--- src/rtl/usart_sync_regs.svh ---
// Purpose: Register offsets, field positions and reset values of the sync serial port.
// Assumes: Byte-wide registers on a 3-bit register address.
// Notes: Offsets are local to this block.
`ifndef USART_SYNC_REGS_SVH
`define USART_SYNC_REGS_SVH

`define OFS_IRQ_FLAGS 3'h0
`define OFS_IRQ_ENABLES 3'h1
`define OFS_IRQ_PRIORITY 3'h2
`define OFS_RX_STATUS 3'h3
`define OFS_RX_BUFFER 3'h4
`define OFS_TX_STATUS 3'h5
`define OFS_BAUD_DIVISOR 3'h6
`define OFS_TX_BUFFER 3'h7

`define BIT_RX_IRQ 5
`define BIT_TX_IRQ 4

`define BIT_PORT_EN 7
`define BIT_RX_NINE 6
`define BIT_SINGLE_RX 5
`define BIT_CONT_RX 4
`define BIT_ADDR_DET 3
`define BIT_FRAME_ERR 2
`define BIT_OVERRUN 1
`define BIT_RX_NINTH 0

`define BIT_CLK_SRC 7
`define BIT_TX_NINE 6
`define BIT_TX_EN 5
`define BIT_SYNC_MODE 4
`define BIT_HIGH_BAUD 2
`define BIT_SHIFT_EMPTY 1
`define BIT_TX_NINTH 0

`define RST_IRQ_REGS 8'h00
`define RST_RX_STATUS 8'h00
`define RST_TX_STATUS 8'h02
`define RST_BYTE 8'h00

`define SYNC_MODE_BITS 4'h8
`define NINE_MODE_BITS 4'h9

`endif
--- src/rtl/usart_sync_pkg.sv ---
// Purpose: Types shared by the sync serial port.
// Assumes: Constants live in usart_sync_regs.svh.
// Notes: The whole module state is one packed struct.
package usart_sync_pkg;

  typedef logic [2:0] addr_t;
  typedef logic [7:0] byte_t;

  typedef enum logic [0:0] {
    TX_IDLE = 1'b0,
    TX_SHIFT = 1'b1
  } tx_state_t;

  typedef struct packed {
    logic ck_s1;
    logic ck_s2;
    logic ck_prev;
    logic dt_s1;
    logic dt_s2;
    logic serial_port_enable;
    logic nine_bit_rx_select;
    logic single_word_rx_enable;
    logic continuous_rx_enable;
    logic address_detect_enable;
    logic overrun_error;
    logic rx_ninth_bit;
    logic clock_source_select;
    logic nine_bit_tx_select;
    logic transmit_enable;
    logic sync_mode;
    logic high_baud_select;
    logic tx_ninth_bit;
    byte_t baud_divisor;
    byte_t receive_buffer;
    byte_t transmit_buffer;
    logic tx_full;
    logic rx_done_flag;
    logic rx_irq_enable;
    logic tx_irq_enable;
    logic rx_irq_priority;
    logic tx_irq_priority;
    byte_t baud_cnt;
    logic sck;
    tx_state_t tx_state;
    logic [8:0] tx_shifter;
    logic [3:0] tx_cnt;
    logic [8:0] rx_shifter;
    logic [3:0] rx_cnt;
    logic ck_out;
    logic ck_oe;
    logic dt_out;
    logic dt_oe;
    byte_t rd_data;
  } state_t;

endpackage

--- src/rtl/usart_sync.sv ---
// Purpose: Clocked half-duplex serial port, master receive and slave transmit/receive.
// Assumes: Register port with read data one cycle after the read strobe.
// Notes: Link pins are sampled by core_clk through two flip-flops.
// Notes on behaviour
// Reception starts when single-word or continuous receive enable is set.
// The data line is sampled on each falling shift clock edge.
// Single-word enable alone receives one word, then reception stops.
// Continuous enable keeps receiving words until software clears it.
// With both enables set, continuous reception applies.
// A finished word sets the receive-done flag; enabled, it requests interrupt.
// Ninth bit and errors in receive status, word in receive buffer.
// Clearing continuous enable clears receive errors; software does so after errors.
// Nine-bit select receives 9-bit words with the extra bit kept.
// Software loads divisor and sets mode, port and clock source first.
// Software clears both enables, then sets exactly one for master reception.
// Clock source clear takes the shift clock from the pin, peer drives it.
// Slave mode keeps shifting during sleep because the clock is external.
// Slave transfers behave like master ones except sleep and single-word enable.
// Two buffered words: first loads shifter at once, flag stays clear.
// After the first word shifts out, second loads, then flag sets.
// Transmit buffer empty with its enable set wakes the core.
// Slave reception ignores the single-word enable.
// Continuous slave reception completes a word in sleep and wakes the core.
// Slave transmit: software clears receive enables, sets transmit, writes buffer.
// Mode bit plus port enable turn the pins into clock and data.
// Transmit buffer empty flag clears only by writing the buffer.
// Shifter-empty status is read-only and set while the shifter is empty.
// Master drives the shift clock at divisor rate only while shifting.
//
// Strobed register access and the register offsets were chosen for this implementation.
`timescale 1ns/100ps
`include "usart_sync_regs.svh"

module usart_sync (
  input wire logic core_clk,
  input wire logic nrst,
  input wire usart_sync_pkg::addr_t reg_addr,
  input wire usart_sync_pkg::byte_t reg_wdata,
  input wire logic reg_wr,
  input wire logic reg_rd,
  output usart_sync_pkg::byte_t reg_rdata,
  input wire logic sleep_mode,
  input wire logic shift_clock_line_in,
  output logic shift_clock_line_out,
  output logic shift_clock_line_oe,
  input wire logic serial_data_line_in,
  output logic serial_data_line_out,
  output logic serial_data_line_oe,
  output logic rx_irq,
  output logic tx_irq,
  output logic rx_irq_high,
  output logic tx_irq_high,
  output logic wake
);
  import usart_sync_pkg::*;

  state_t s;
  state_t next_s;

  function automatic logic [3:0] word_bits(input logic nine);
    word_bits = nine ? `NINE_MODE_BITS : `SYNC_MODE_BITS;
  endfunction

  logic mode_on;
  logic master;
  logic rx_req;
  logic rx_on;
  logic tx_busy;
  logic run;
  logic tick;
  logic fall;
  logic rx_last;
  logic tx_flag;

  always_comb begin
    next_s = s;
    next_s.ck_s1 = shift_clock_line_in;
    next_s.ck_s2 = s.ck_s1;
    next_s.ck_prev = s.ck_s2;
    next_s.dt_s1 = serial_data_line_in;
    next_s.dt_s2 = s.dt_s1;
    next_s.rd_data = `RST_BYTE;

    mode_on = s.serial_port_enable & s.sync_mode;
    master = mode_on & s.clock_source_select;
    // In slave mode the single-word enable has no effect.
    rx_req = s.continuous_rx_enable | (s.single_word_rx_enable & master);
    rx_on = mode_on & rx_req;
    tx_busy = (s.tx_state == TX_SHIFT);
    tx_flag = ~s.tx_full;

    // The master clock halts in sleep; a slave follows the pin and keeps going.
    run = master & (rx_on | tx_busy) & ~sleep_mode;
    tick = run & (s.baud_cnt == 8'h00);
    if (run) begin
      if (tick) begin
        next_s.baud_cnt = s.baud_divisor;
        next_s.sck = ~s.sck;
      end else begin
        next_s.baud_cnt = s.baud_cnt - 8'h01;
      end
    end else begin
      next_s.baud_cnt = s.baud_divisor;
      next_s.sck = 1'b0;
    end

    if (master) begin
      fall = tick & s.sck;
    end else begin
      fall = mode_on & s.ck_prev & ~s.ck_s2;
    end

    // Register reads; the answer stands in the next cycle only.
    if (reg_rd) begin
      unique case (reg_addr)
        `OFS_IRQ_FLAGS: begin
          next_s.rd_data[`BIT_RX_IRQ] = s.rx_done_flag;
          next_s.rd_data[`BIT_TX_IRQ] = tx_flag;
        end
        `OFS_IRQ_ENABLES: begin
          next_s.rd_data[`BIT_RX_IRQ] = s.rx_irq_enable;
          next_s.rd_data[`BIT_TX_IRQ] = s.tx_irq_enable;
        end
        `OFS_IRQ_PRIORITY: begin
          next_s.rd_data[`BIT_RX_IRQ] = s.rx_irq_priority;
          next_s.rd_data[`BIT_TX_IRQ] = s.tx_irq_priority;
        end
        `OFS_RX_STATUS: begin
          next_s.rd_data[`BIT_PORT_EN] = s.serial_port_enable;
          next_s.rd_data[`BIT_RX_NINE] = s.nine_bit_rx_select;
          next_s.rd_data[`BIT_SINGLE_RX] = s.single_word_rx_enable;
          next_s.rd_data[`BIT_CONT_RX] = s.continuous_rx_enable;
          next_s.rd_data[`BIT_ADDR_DET] = s.address_detect_enable;
          next_s.rd_data[`BIT_OVERRUN] = s.overrun_error;
          next_s.rd_data[`BIT_RX_NINTH] = s.rx_ninth_bit;
        end
        `OFS_RX_BUFFER: begin
          next_s.rd_data = s.receive_buffer;
          next_s.rx_done_flag = 1'b0;
        end
        `OFS_TX_STATUS: begin
          next_s.rd_data[`BIT_CLK_SRC] = s.clock_source_select;
          next_s.rd_data[`BIT_TX_NINE] = s.nine_bit_tx_select;
          next_s.rd_data[`BIT_TX_EN] = s.transmit_enable;
          next_s.rd_data[`BIT_SYNC_MODE] = s.sync_mode;
          next_s.rd_data[`BIT_HIGH_BAUD] = s.high_baud_select;
          next_s.rd_data[`BIT_SHIFT_EMPTY] = ~tx_busy;
          next_s.rd_data[`BIT_TX_NINTH] = s.tx_ninth_bit;
        end
        `OFS_BAUD_DIVISOR: begin
          next_s.rd_data = s.baud_divisor;
        end
        `OFS_TX_BUFFER: begin
          next_s.rd_data = s.transmit_buffer;
        end
      endcase
    end

    // Control writes; flag bits that hardware owns ignore writes.
    if (reg_wr) begin
      unique case (reg_addr)
        `OFS_IRQ_FLAGS: begin
        end
        `OFS_IRQ_ENABLES: begin
          next_s.rx_irq_enable = reg_wdata[`BIT_RX_IRQ];
          next_s.tx_irq_enable = reg_wdata[`BIT_TX_IRQ];
        end
        `OFS_IRQ_PRIORITY: begin
          next_s.rx_irq_priority = reg_wdata[`BIT_RX_IRQ];
          next_s.tx_irq_priority = reg_wdata[`BIT_TX_IRQ];
        end
        `OFS_RX_STATUS: begin
          next_s.serial_port_enable = reg_wdata[`BIT_PORT_EN];
          next_s.nine_bit_rx_select = reg_wdata[`BIT_RX_NINE];
          next_s.single_word_rx_enable = reg_wdata[`BIT_SINGLE_RX];
          next_s.continuous_rx_enable = reg_wdata[`BIT_CONT_RX];
          next_s.address_detect_enable = reg_wdata[`BIT_ADDR_DET];
          if (!reg_wdata[`BIT_CONT_RX]) begin
            next_s.overrun_error = 1'b0;
          end
        end
        `OFS_RX_BUFFER: begin
        end
        `OFS_TX_STATUS: begin
          next_s.clock_source_select = reg_wdata[`BIT_CLK_SRC];
          next_s.nine_bit_tx_select = reg_wdata[`BIT_TX_NINE];
          next_s.transmit_enable = reg_wdata[`BIT_TX_EN];
          next_s.sync_mode = reg_wdata[`BIT_SYNC_MODE];
          next_s.high_baud_select = reg_wdata[`BIT_HIGH_BAUD];
          next_s.tx_ninth_bit = reg_wdata[`BIT_TX_NINTH];
        end
        `OFS_BAUD_DIVISOR: begin
          next_s.baud_divisor = reg_wdata;
        end
        `OFS_TX_BUFFER: begin
        end
      endcase
    end

    // Transmit path. Reception has priority: a word starts only with rx_req clear, and rx_req takes the data line.
    unique case (s.tx_state)
      TX_IDLE: begin
        if (mode_on & s.transmit_enable & s.tx_full & ~rx_req) begin
          next_s.tx_shifter = {s.tx_ninth_bit, s.transmit_buffer};
          next_s.tx_cnt = word_bits(s.nine_bit_tx_select);
          next_s.tx_full = 1'b0;
          next_s.tx_state = TX_SHIFT;
        end
      end
      TX_SHIFT: begin
        if (fall) begin
          // The peer has sampled this bit; present the next one.
          next_s.tx_shifter = {1'b0, s.tx_shifter[8:1]};
          next_s.tx_cnt = s.tx_cnt - 4'h1;
          if (s.tx_cnt == 4'h1) begin
            next_s.tx_state = TX_IDLE;
          end
        end
      end
    endcase
    if (!mode_on || !s.transmit_enable) begin
      next_s.tx_state = TX_IDLE;
    end

    // A buffer write after the load above keeps the new word pending.
    if (reg_wr && reg_addr == `OFS_TX_BUFFER) begin
      next_s.transmit_buffer = reg_wdata;
      next_s.tx_full = 1'b1;
    end

    // Receive path, placed after the reads so a finishing word wins.
    rx_last = (s.rx_cnt + 4'h1) == word_bits(s.nine_bit_rx_select);
    if (!rx_on) begin
      next_s.rx_cnt = 4'h0;
    end else if (fall) begin
      next_s.rx_shifter = {s.dt_s2, s.rx_shifter[8:1]};
      if (rx_last) begin
        next_s.rx_cnt = 4'h0;
        if (s.rx_done_flag && next_s.rx_done_flag) begin
          // The unread word is kept and the new one is lost.
          next_s.overrun_error = 1'b1;
        end else begin
          if (s.nine_bit_rx_select) begin
            next_s.receive_buffer = next_s.rx_shifter[7:0];
            next_s.rx_ninth_bit = next_s.rx_shifter[8];
          end else begin
            next_s.receive_buffer = next_s.rx_shifter[8:1];
          end
          next_s.rx_done_flag = 1'b1;
        end
        if (!s.continuous_rx_enable) begin
          next_s.single_word_rx_enable = 1'b0;
        end
        // Continuous reception just carries on with the next word.
      end else begin
        next_s.rx_cnt = s.rx_cnt + 4'h1;
      end
    end

    // Pin drivers are registered so the pins never glitch.
    next_s.sck = next_s.sck & run;
    next_s.ck_out = next_s.sck;
    next_s.ck_oe = master & (rx_on | tx_busy | next_s.tx_state == TX_SHIFT);
    next_s.dt_out = next_s.tx_shifter[0];
    next_s.dt_oe = mode_on & s.transmit_enable & ~rx_req;
  end

  always_ff @(posedge core_clk or negedge nrst) begin
    if (!nrst) begin
      // Every control byte resets to zero; shifter-empty and the transmit flag are derived, so read as one.
      s <= '0;
    end else begin
      s <= next_s;
    end
  end

  assign reg_rdata = s.rd_data;
  assign shift_clock_line_out = s.ck_out;
  assign shift_clock_line_oe = s.ck_oe;
  assign serial_data_line_out = s.dt_out;
  assign serial_data_line_oe = s.dt_oe;
  assign rx_irq = s.rx_done_flag & s.rx_irq_enable;
  assign tx_irq = ~s.tx_full & s.tx_irq_enable;
  assign rx_irq_high = s.rx_irq_priority;
  assign tx_irq_high = s.tx_irq_priority;
  assign wake = sleep_mode & (rx_irq | tx_irq);

endmodule

--- config.mk ---
export PLATFORM = sky130hd
export DESIGN_NAME = usart_sync
export DESIGN_NICKNAME = d
export VERILOG_FILES = /design/src/rtl/usart_sync_pkg.sv /design/src/rtl/usart_sync.sv
export VERILOG_INCLUDE_DIRS = /design/src /design/src/rtl
export SDC_FILE = /design/constraint.sdc
export NUM_CORES = 1
export LEC_CHECK = 0
export ABC_AREA = 1
export ABC_CLOCK_PERIOD_IN_PS = 3700
export BUFFER_PORTS_ARGS = -buffer_cell sky130_fd_sc_hd__buf_2
export CAP_MARGIN = 20
export CORE_MARGIN = 1
export CORE_UTILIZATION = 45
export CTS_CLUSTER_SIZE = 28
export DETAILED_ROUTE_END_ITERATION = 6
export GPL_TIMING_DRIVEN = 0
export HOLD_SLACK_MARGIN = 0.05
export SLEW_MARGIN = 20
export SYNTH_ARGS = -nofsm -noshare
export SYNTH_HDL_FRONTEND = slang
export SYNTH_SLANG_ARGS = --single-unit
--- constraint.sdc ---
create_clock -name core_clk -period 3.7 [get_ports core_clk]
set_input_delay 0.37 -clock core_clk [delete_from_list [all_inputs] [get_ports core_clk]]
set_output_delay 0.37 -clock core_clk [all_outputs]
set_load 0.02 [all_outputs]
==> results of run 1 <==
Yosys cell counts:
cell type,instances
o211ai_1,3
o211a_1,1
nor2_4,5
o21ai_1,15
nor3_1,4
a21oi_1,9
a31oi_1,3
nor2_1,37
nand4_1,7
nand2_1,164
dfrtp_1,93
o22ai_1,1
a21boi_0,1
nand3_1,23
nand3_2,4
o2bb2ai_1,3
clkbuf_2,1
a22oi_1,2
buf_4,12
buf_2,8
xnor2_1,5
nand2_2,4
ha_1,5
o21a_1,1
clkbuf_1,1
inv_1,59
inv_2,1
xor2_1,4
o21ai_0,61
cell type report:
type                    count  share of cell area
well taps                 129              0.0325
multi-input cells         362               0.350
inverters                  60              0.0454
clock buffers              11              0.0285
clock inverters             4             0.00504
flip-flops and latches     93               0.469
plain buffers              22              0.0280
repair buffers             35              0.0421
worst max-delay path by stage:
stage,endpoint,slack (ns),depth (start not counted),from
finish,s[63],1.32,12,s[83]
global route,s[64],0.95,13,s[83]
CTS,s[66],1.26,13,s[83]
detailed placement,s[66],1.30,13,s[83]
global placement,next_s[94],1.32,1,nrst
floorplan,s[37],1.82,13,s[40]
cell usage in the layout (no fill, tap or decap), types with 2 or more instances in the layout:
cell type   instances
a21oi_1             9
a22oi_1             2
a31oi_1             3
buf_2              40
buf_4              12
clkbuf_1            2
clkbuf_8           10
clkinv_2            2
clkinvlp_4          2
dfrtp_1            93
ha_1                5
inv_1              59
nand2_1           164
nand2_2             4
nand3_1            23
nand3_2             4
nand4_1             7
nor2_1             37
nor2_4              5
nor3_1              4
o211ai_1            3
o21ai_0            61
o21ai_1            15
o2bb2ai_1           3
xnor2_1             5
xor2_1              4
logic make-up (layout without fill, tap and decap cells):
family,count (synthesis),in the layout,share of synthesized area
compound gates,100,100,0.122
xor+xnor,9,9,0.0178
fa+ha+maj,5,5,0.0141
buf+inv,82,132,0.0822
flops,93,93,0.526
simple gates,248,248,0.238
registers in the layout, summed over array words and instances, names as in the netlist:
register              count
serial_data_line_oe       1
reg_rdata                 8
next_s                    3
shift_clock_line_out      1
s                        76
tx_busy                   1
shift_clock_line_oe       1
rx_irq_high               1
tx_irq_high               1
report_power, final:
group          total (uW)  internal [uW]  leakage [uW]  switching, uW
clock network         601            257     0.0000812            344
logic                 483            183       0.00125            301
registers            1300           1180       0.00116            117
total                2380           1620       0.00249            761
stage by stage:
stage               area (sq um)  power [uW]  setup slack [ns]  std cells   util
floorplan                   4430        1630              1.82        537      -
global placement            4750        1780              1.32        699  0.507
detailed placement          4790        1810              1.30        700  0.511
CTS                         4960        2410              1.26        716  0.530
global route                4960        2530             0.954        716  0.530
finish                      4960        2380              1.32        716  0.530
layer usage:
layer  share of wire  global-route usage  vias to the layer above
li1                -                   -                     1807
met5               0                   0                        -
met1            0.48               0.313                     1685
met3           0.033              0.0248                       14
met4           0.022              0.0881                        0
met2            0.46               0.353                       63
what timing repair did:
item / in CTS / in global routing
endpoints found under the hold margin: 38 / 0
setup endpoints to repair: 0 / 0
hold buffers: 1 / 0
critical path, stage by stage (launching register included):
cell	delay [ns]
dfrtp_1	0.42
inv_1	0.11
nor3_1	0.35
nand2_1	0.17
nor2_1	0.12
ha_1	0.15
inv_1	0.07
nand2_1	0.10
nand2_1	0.09
nor2_4	0.16
nand3_2	0.21
o21ai_0	0.24
nand2_1	0.07
==> results.py, run 1 <==
metrics = {
    "routing": {
        "wire_per_inst_um": 14.4,
        "first_iter_violations": 191,
        "routed_wl_um": 10300,
        "ant_nets": 0,
        "drc": 0,
        "firstDrtPassIters": 4,
        "vias": 3569,
        "viasPerCell": 4.98,
    },
    "clock_network": {
        "cts_max_path_buffers": 2,
        "tritoncts": "done",
        "h-tree-depth": 3,
        "cts_setup_buffers": 0,
        "clock-root-buffer": "clkbuf_8",
        "cts_buffers": 9,
        "cts.sinks": 93,
        "cts_resized": 0,
        "clock_latency_ns": 0.35,
        "clk_pin_slew_worst_paths_ns": 0.09,
    },
    "critical_path": {
        "reg2reg_depth": 12,
        "end_kind": "flop",
        "cp-start-kind": "flop",
        "crit_fanout": 9,
        "required_ns": 3.93,
        "rrSetupSlack_ns": 1.32,
        "r2r-end": "s[63]",
        "worstReg2RegStart": "s[83]",
        "cp_data_arrival_time_ns": 2.62,
        "critical_path_class": "flop to flop",
    },
    "sta": {
        "slew_headroom": 0.665,
        "finalHoldViolations": 0,
        "fin_crit_ns": 2.38,
        "hold_ws_ns": 0.119,
        "fin_setup_tns_ns": 0,
        "finalClockSkew_ns": 0.0108,
        "rsz0062_at_grt": "no",
        "fmax_ghz": 0.419,
        "worst_pin_slew_ns": 0.500,
        "finalCritPeriodShare": 0.645,
        "drv_slew": 0,
        "finalSetupViolCount": 0,
    },
    "synth": {
        "syn_area_sq_um": 4430,
        "synth_cell_types": 29,
        "ys_seq_area_frac": 0.526,
        "synth_top_area_share": 0.526,
        "netlist_instances": 537,
        "synth.avg_cell_area_sq_um": 8.24,
        "synth_top_area_cell": "dfrtp_1",
        "yosys_warnings": 0,
        "synthTopCellsByArea": "dfrtp_1 53%, nand2_1 14%, o21ai_0 6.9%",
        "syn-num-nets": 560,
        "ys_ff_latch": 93,
    },
    "final_layout": {
        "n_antenna_cell": 0,
        "multiInputGateArea_sq_um": 1740,
        "areaGrowthSynthToFinish_pct": 12.1,
        "regArea_sq_um": 2330,
        "num-nets-final": 606,
        "drive_gt1_frac": 0.141,
        "nFillCells": 962,
    },
    "placement": {
        "dpl.hpwl_um": 7820,
        "place_congestion": 0.885,
        "port_buffers": 33,
    },
    "grt": {
        "grt_pass1_wl_um": 17200,
        "overflow": 0,
        "antenna_found_initial": 0,
        "grt_pass1_vias": 3485,
        "grt_use_total": 0.222,
        "grt_start_max_net_pins": 56,
    },
    "min_path": {
        "hold_class": "primary input to flop",
        "min_to": "next_s[94]",
        "whs_path_depth": 1,
        "hold_start": "shift_clock_line_in",
    },
    "die": {
        "dieArea_sq_um": 10200,
        "core_sq_um": 9370,
        "die_h_um": 101,
        "io_pins": 35,
        "fp-row-count": 35,
        "die_x_um": 101,
        "start_util": 0.472,
    },
    "job": {
        "cap_violations": 0,
    },
    "power_and_ir_drop": {
        "max-vdd-ir-drop_mv": 0.211,
        "powerDensity_nw_per_um2": 480,
        "cellLeakagePower_uw": 0.00249,
    },
    "status": {
        "status": "complete, no violations",
    },
}
No activity file was read; power rests on OpenSTA's default activity.
==> run 2, diff against run 1 <==
--- a/config.mk
+++ b/config.mk
@@ -7,7 +7,7 @@
 export NUM_CORES = 1
 export LEC_CHECK = 0
 export ABC_AREA = 1
-export ABC_CLOCK_PERIOD_IN_PS = 3700
+export ABC_CLOCK_PERIOD_IN_PS = 2000
 export BUFFER_PORTS_ARGS = -buffer_cell sky130_fd_sc_hd__buf_2
 export CAP_MARGIN = 20
 export CORE_MARGIN = 1
@@ -16,6 +16,7 @@
 export DETAILED_ROUTE_END_ITERATION = 6
 export GPL_TIMING_DRIVEN = 0
 export HOLD_SLACK_MARGIN = 0.05
+export PLACE_DENSITY = 0.65
 export SLEW_MARGIN = 20
 export SYNTH_ARGS = -nofsm -noshare
 export SYNTH_HDL_FRONTEND = slang
==> constraint.sdc (replaced) <==
create_clock -name core_clk -period 2 [get_ports core_clk]
set_input_delay 0.2 -clock core_clk [delete_from_list [all_inputs] [get_ports core_clk]]
set_output_delay 0.2 -clock core_clk [all_outputs]
set_load 0.02 [all_outputs]
==> results.py, run 2 (synthesis results as in run 1) <==
metrics = {
    "final_layout": {
        "fin_util": 0.581,
        "regMostFlops": "s",
        "layout_commonest_cell": "nand2_1",
        "n_antenna_cell": 0,
        "areaGrowthSynthToFinish_pct": 22.9,
        "drive_gt1_frac": 0.256,
        "final_cell_mix": "143 x nand2_1, 93 x dfrtp_1, 56 x inv_1",
        "num-nets-final": 631,
        "nFillCells": 875,
        "stdcell_count": 742,
        "largest_register_ffs": 76,
    },
    "routing": {
        "routed_wl_um": 11000,
        "viasPerCell": 5.16,
        "drc": 0,
        "vias": 3829,
        "wire_per_inst_um": 14.9,
        "top_layer": "met4",
        "drt-met1-wl_um": 4850,
        "met2WireLength_um": 5320,
        "firstDrtPassIters": 5,
        "ant_nets": 0,
        "wl_met3_um": 562,
        "first_iter_violations": 247,
    },
    "critical_path": {
        "cpPeakStageDelay_ns": 0.40,
        "cp-startpoint": "s[90]",
        "critPathTopFamily": "buffers and inverters",
        "cp_data_arrival_time_ns": 2.35,
        "end_kind": "flop",
        "r2r-end": "s[46]",
        "rrSetupSlack_ns": -0.08,
        "reg2reg_depth": 13,
        "path_cells": "nand2_2, nor3_4, nand2_2, buf_4, buf_4, buf_4, buf_4, buf_4, buf_4, buf_4, buf_4, nor2_2, a21oi_1",
        "critical_path_class": "flop to flop",
        "crit_fanout": 3,
        "cp-start-kind": "flop",
        "worstReg2RegStart": "s[90]",
        "cpMostUsedCell": "buf_4",
        "required_ns": 2.27,
        "worstPathBufferInverterCount": 8,
        "crit_slowest_cell": "dfrtp_1",
    },
    "grt": {
        "grt_use_total": 0.235,
        "antenna_found_initial": 0,
        "overflow": 0,
        "grt_start_max_net_pins": 49,
        "grt_pass1_wl_um": 18000,
        "grt_pass1_vias": 3650,
    },
    "clock_network": {
        "clk_pin_slew_worst_paths_ns": 0.09,
        "clock_latency_ns": 0.38,
        "clock-root-buffer": "clkbuf_8",
        "h-tree-depth": 3,
        "cts.sinks": 93,
        "cts_buffers": 9,
        "cts_max_path_buffers": 2,
        "tritoncts": "done",
    },
    "sta": {
        "fin_crit_ns": 2.08,
        "fin_setup_tns_ns": -0.465,
        "drv_slew": 0,
        "slew_headroom": 0.660,
        "fin_ws_ns": -0.0782,
        "finalClockSkew_ns": 0.0112,
        "worst_pin_slew_ns": 0.508,
        "rsz0062_at_grt": "yes",
        "fmax_ghz": 0.481,
        "finalCritPeriodShare": 1.04,
        "finalHoldViolations": 0,
        "finalSetupViolCount": 21,
    },
    "die": {
        "start_util": 0.472,
        "fp-row-count": 35,
        "die_h_um": 101,
        "io_pins": 35,
        "die_x_um": 101,
        "dieArea_sq_um": 10200,
        "core_sq_um": 9370,
    },
    "status": {
        "status": "complete, but fails checks",
        "violations": "setup timing",
    },
    "placement": {
        "dpl.hpwl_um": 7630,
        "place_congestion": 0.893,
        "port_buffers": 33,
        "dp_cells": 700,
        "pre_cts_slack_ns": -0.354,
    },
    "power_and_ir_drop": {
        "cellLeakagePower_uw": 0.00269,
        "swShare": 0.321,
        "p_sw_uw": 1530,
        "max-vdd-ir-drop_mv": 0.526,
        "p_clk_frac": 0.264,
        "sequentialPowerShare": 0.510,
        "intPower_uw": 3230,
        "powerDensity_nw_per_um2": 876,
        "combPwrFrac": 0.227,
    },
    "job": {
        "cap_violations": 0,
    },
    "min_path": {
        "min_to": "s[85]",
        "whs_path_depth": 3,
        "hold_start": "reg_wdata[4]",
        "hold_class": "primary input to flop",
    },
}
## run 2: power by group through the flow
stage	clock, uW	combinational [uW]	sequential (uW)
floorplan	0	620	2400
global placement	0	861	2430
detailed placement	0	902	2440
CTS	1300	987	2400
global route	1380	1220	2470
finish	1260	1080	2430
## run 2: what timing repair did
item / in CTS / in global routing
gates resized for setup: 19 / 69
hold endpoints to repair: 47 / 0
setup endpoints to repair: 37 / 38
setup buffers: 15 / 5
cloned: 1 / 2
hold buffers: 3 / 0
pin swaps: 16 / 17
## run 2: worst max path at each step
| stage | to | cells after the start |
|---|---|---|
| 2_1_floorplan | s[37] | 13 |
| 3_3_place_gp | s[65] | 13 |
| 3_5_place_dp | s[64] | 13 |
| 4_1_cts | s[64] | 13 |
| 5_1_grt | s[64] | 13 |
| 6_report | s[46] | 13 |
## run 2: per-layer routing
| metal | global-route usage | vias up |
|---|---|---|
| met5 | 0 | - |
| met4 | 0.0903 | 0 |
| met3 | 0.0483 | 22 |
| met2 | 0.374 | 111 |
| met1 | 0.318 | 1835 |
| li1 | - | 1861 |
## run 2: metrics by stage
stage | hold WS, ns | power (uW) | instance area [sq um]
after detailed placement | 0.157 | 3340 | 4790
after global placement | 0.309 | 3290 | 4750
after global routing | 0.108 | 5070 | 5440
final | 0.101 | 4760 | 5440
after CTS | 0.0753 | 4690 | 5200
after floorplan | -0.0956 | 3020 | 4430
## run 2: worst reg2reg max path, delay by kind of cell (launching register included)
family | cells | cell delay, ns
compound gates | 1 | 0.04
buf+inv | 8 | 0.99
flops | 1 | 0.40
simple gates | 4 | 0.53
## run 2: final cells by class
| cell class | count | area [sq um] | share of cell area |
|---|---|---|---|
| Tap cell | 129 | 161 | 0.0297 |
| Multi-Input combinational cell | 363 | 1970 | 0.361 |
| Inverter | 60 | 225 | 0.0414 |
| Sequential cell | 93 | 2330 | 0.428 |
| Timing Repair Buffer | 59 | 409 | 0.0752 |
| Clock inverter | 4 | 47.5 | 0.00874 |
| Buffer | 22 | 159 | 0.0292 |
| Clock buffer | 12 | 145 | 0.0267 |
==> run 3, diff against run 2 <==
--- a/config.mk
+++ b/config.mk
@@ -11,12 +11,13 @@
 export BUFFER_PORTS_ARGS = -buffer_cell sky130_fd_sc_hd__buf_2
 export CAP_MARGIN = 20
 export CORE_MARGIN = 1
-export CORE_UTILIZATION = 45
+export CORE_UTILIZATION = 54
 export CTS_CLUSTER_SIZE = 28
 export DETAILED_ROUTE_END_ITERATION = 6
 export GPL_TIMING_DRIVEN = 0
 export HOLD_SLACK_MARGIN = 0.05
-export PLACE_DENSITY = 0.65
+export MAX_ROUTING_LAYER = met4
+export PLACE_DENSITY = 0.76
 export SLEW_MARGIN = 20
 export SYNTH_ARGS = -nofsm -noshare
 export SYNTH_HDL_FRONTEND = slang
==> results.py, run 3 (synthesis results as in run 1) <==
metrics = {
    "critical_path": {
        "cpPeakStageDelay_ns": 0.43,
        "critical_path_class": "flop to flop",
        "crit_fanout": 7,
        "path_cells": "nand4_1, nand3_2, nand2_2, nor2_2, ha_2, inv_2, nand2_4, nand3_4, nor2_4, buf_6, nand3_2, nand2_1, nand2_1",
        "critical_path_depth": 13,
        "end_kind": "flop",
        "cp_data_arrival_time_ns": 2.33,
        "required_ns": 2.25,
        "critPathTopFamily": "simple AND/OR/NAND/NOR gates",
        "cp-start-kind": "flop",
        "crit_slowest_cell": "dfrtp_1",
        "reg2reg_depth": 13,
        "worstPathBufferInverterCount": 2,
    },
    "clock_network": {
        "cts_max_path_buffers": 2,
        "clock-root-buffer": "clkbuf_8",
        "cts.sinks": 93,
        "clock_latency_ns": 0.35,
        "h-tree-depth": 3,
        "cts_buffers": 9,
        "tritoncts": "done",
        "clk_pin_slew_worst_paths_ns": 0.09,
    },
    "final_layout": {
        "multiInputGateArea_sq_um": 1970,
        "largest_register_ffs": 76,
        "layout_commonest_cell": "nand2_1",
        "n_antenna_cell": 0,
        "num-nets-final": 645,
        "regArea_sq_um": 2330,
        "nFillCells": 601,
        "areaGrowthSynthToFinish_pct": 25.7,
        "regMostFlops": "s",
        "drive_gt1_frac": 0.287,
        "final_cell_mix": "139 x nand2_1, 93 x dfrtp_1, 53 x inv_1",
        "fin_area_sq_um": 5570,
    },
    "routing": {
        "first_iter_violations": 237,
        "ant_nets": 0,
        "viasPerCell": 5.35,
        "wl_met3_um": 575,
        "routed_wl_um": 11300,
        "drc": 0,
        "wire_per_inst_um": 15.5,
        "top_layer": "met4",
        "vias": 3903,
        "met2WireLength_um": 5690,
        "drt-met1-wl_um": 4820,
        "firstDrtPassIters": 5,
    },
    "power_and_ir_drop": {
        "powerDensity_nw_per_um2": 898,
        "max-vdd-ir-drop_mv": 0.406,
        "cellLeakagePower_uw": 0.00278,
        "design_power_total_uw": 5000,
    },
    "sta": {
        "fin_crit_ns": 2.08,
        "finalCritPeriodShare": 1.04,
        "finalSetupViolCount": 33,
        "fmax_ghz": 0.480,
        "fin_ws_ns": -0.0849,
        "finalClockSkew_ns": 0.0102,
        "slew_headroom": 0.677,
        "fin_setup_tns_ns": -1.51,
        "worst_pin_slew_ns": 0.483,
        "drv_slew": 0,
        "rsz0062_at_grt": "yes",
        "finalHoldViolations": 0,
    },
    "grt": {
        "grt_start_max_net_pins": 76,
        "antenna_found_initial": 0,
        "overflow": 0,
        "grt_pass1_wl_um": 17400,
        "grt_use_total": 0.274,
        "grt_pass1_vias": 3582,
    },
    "placement": {
        "placed_cell_area_sq_um": 4750,
        "port_buffers": 33,
        "dpl.hpwl_um": 7540,
        "place_congestion": 0.941,
    },
    "status": {
        "status": "complete, but fails checks",
        "violations": "setup timing",
    },
    "job": {
        "cap_violations": 0,
    },
    "die": {
        "fp-row-count": 32,
        "dieArea_sq_um": 8560,
        "start_util": 0.564,
        "die_h_um": 92.5,
        "core_sq_um": 7850,
        "io_pins": 35,
        "die_x_um": 92.5,
    },
    "min_path": {
        "whs_path_depth": 3,
        "hold_class": "primary input to flop",
    },
}
## run 3: cell types whose count changed in the layout (fill, tap and decap cells not counted), moves of 3 or more
cell / delta
inv_2: +3
inv_1: -3
nand2_2: +6
o21ai_0: -4
buf_4: +8
nand2_1: -4
buf_6: +5
## run 3: final timing paths
kind                         startpoint  endpoint  slack (ns)
max reg2reg                       s[90]     s[84]       -0.08
min reg2reg                  next_s[91]     s[91]        0.35
min                        reg_wdata[4]     s[85]        0.13
min in group asynchronous          nrst     s[42]        0.23
max                               s[90]     s[84]       -0.08
max in group asynchronous          nrst     s[20]        1.16
## run 3: stage by stage
stage                     hold slack [ns]  worst slack, ns   util  cells
after floorplan                   -0.0956            0.120      -    537
after global placement              0.309           -0.322  0.601    672
after detailed placement           0.0478           -0.363  0.606    673
after CTS                           0.112          -0.0214  0.664    709
after global routing                0.154           -0.197  0.709    729
final                               0.126          -0.0849  0.709    729
## run 3: final cells by class
type,count,area share
multi-input combinational,363,0.354
tap,102,0.0229
sequential,93,0.418
timing repair buffer,73,0.0953
clock buffer,13,0.0285
buffer,22,0.0285
inverter,60,0.0405
clock inverter,3,0.0121
## run 3: timing repair
item,in CTS,in global routing
setup buffers,16,18
pin swaps,10,12
resized for setup,18,88
endpoints found under the setup margin,37,39
gates cloned,1,4
hold endpoints to repair,95,0
hold buffers,3,0
## run 3: power by group
group          internal (uW)  switching, uW  leakage (uW)
registers               2190            245       0.00116
clock network            774            632      0.000110
logic                    485            675       0.00150
## run 3: tightest hold or removal path, stage by stage
cell and delay (ns):
buf_2 0.09, o21ai_1 0.06, o21ai_1 0.08
## run 3: metal layers
layer  global-route usage  up-vias
li1                     -     1888
met1                0.346     1863
met2                0.451      132
met3               0.0402       20
met4                0.100        0
met5                    -        -
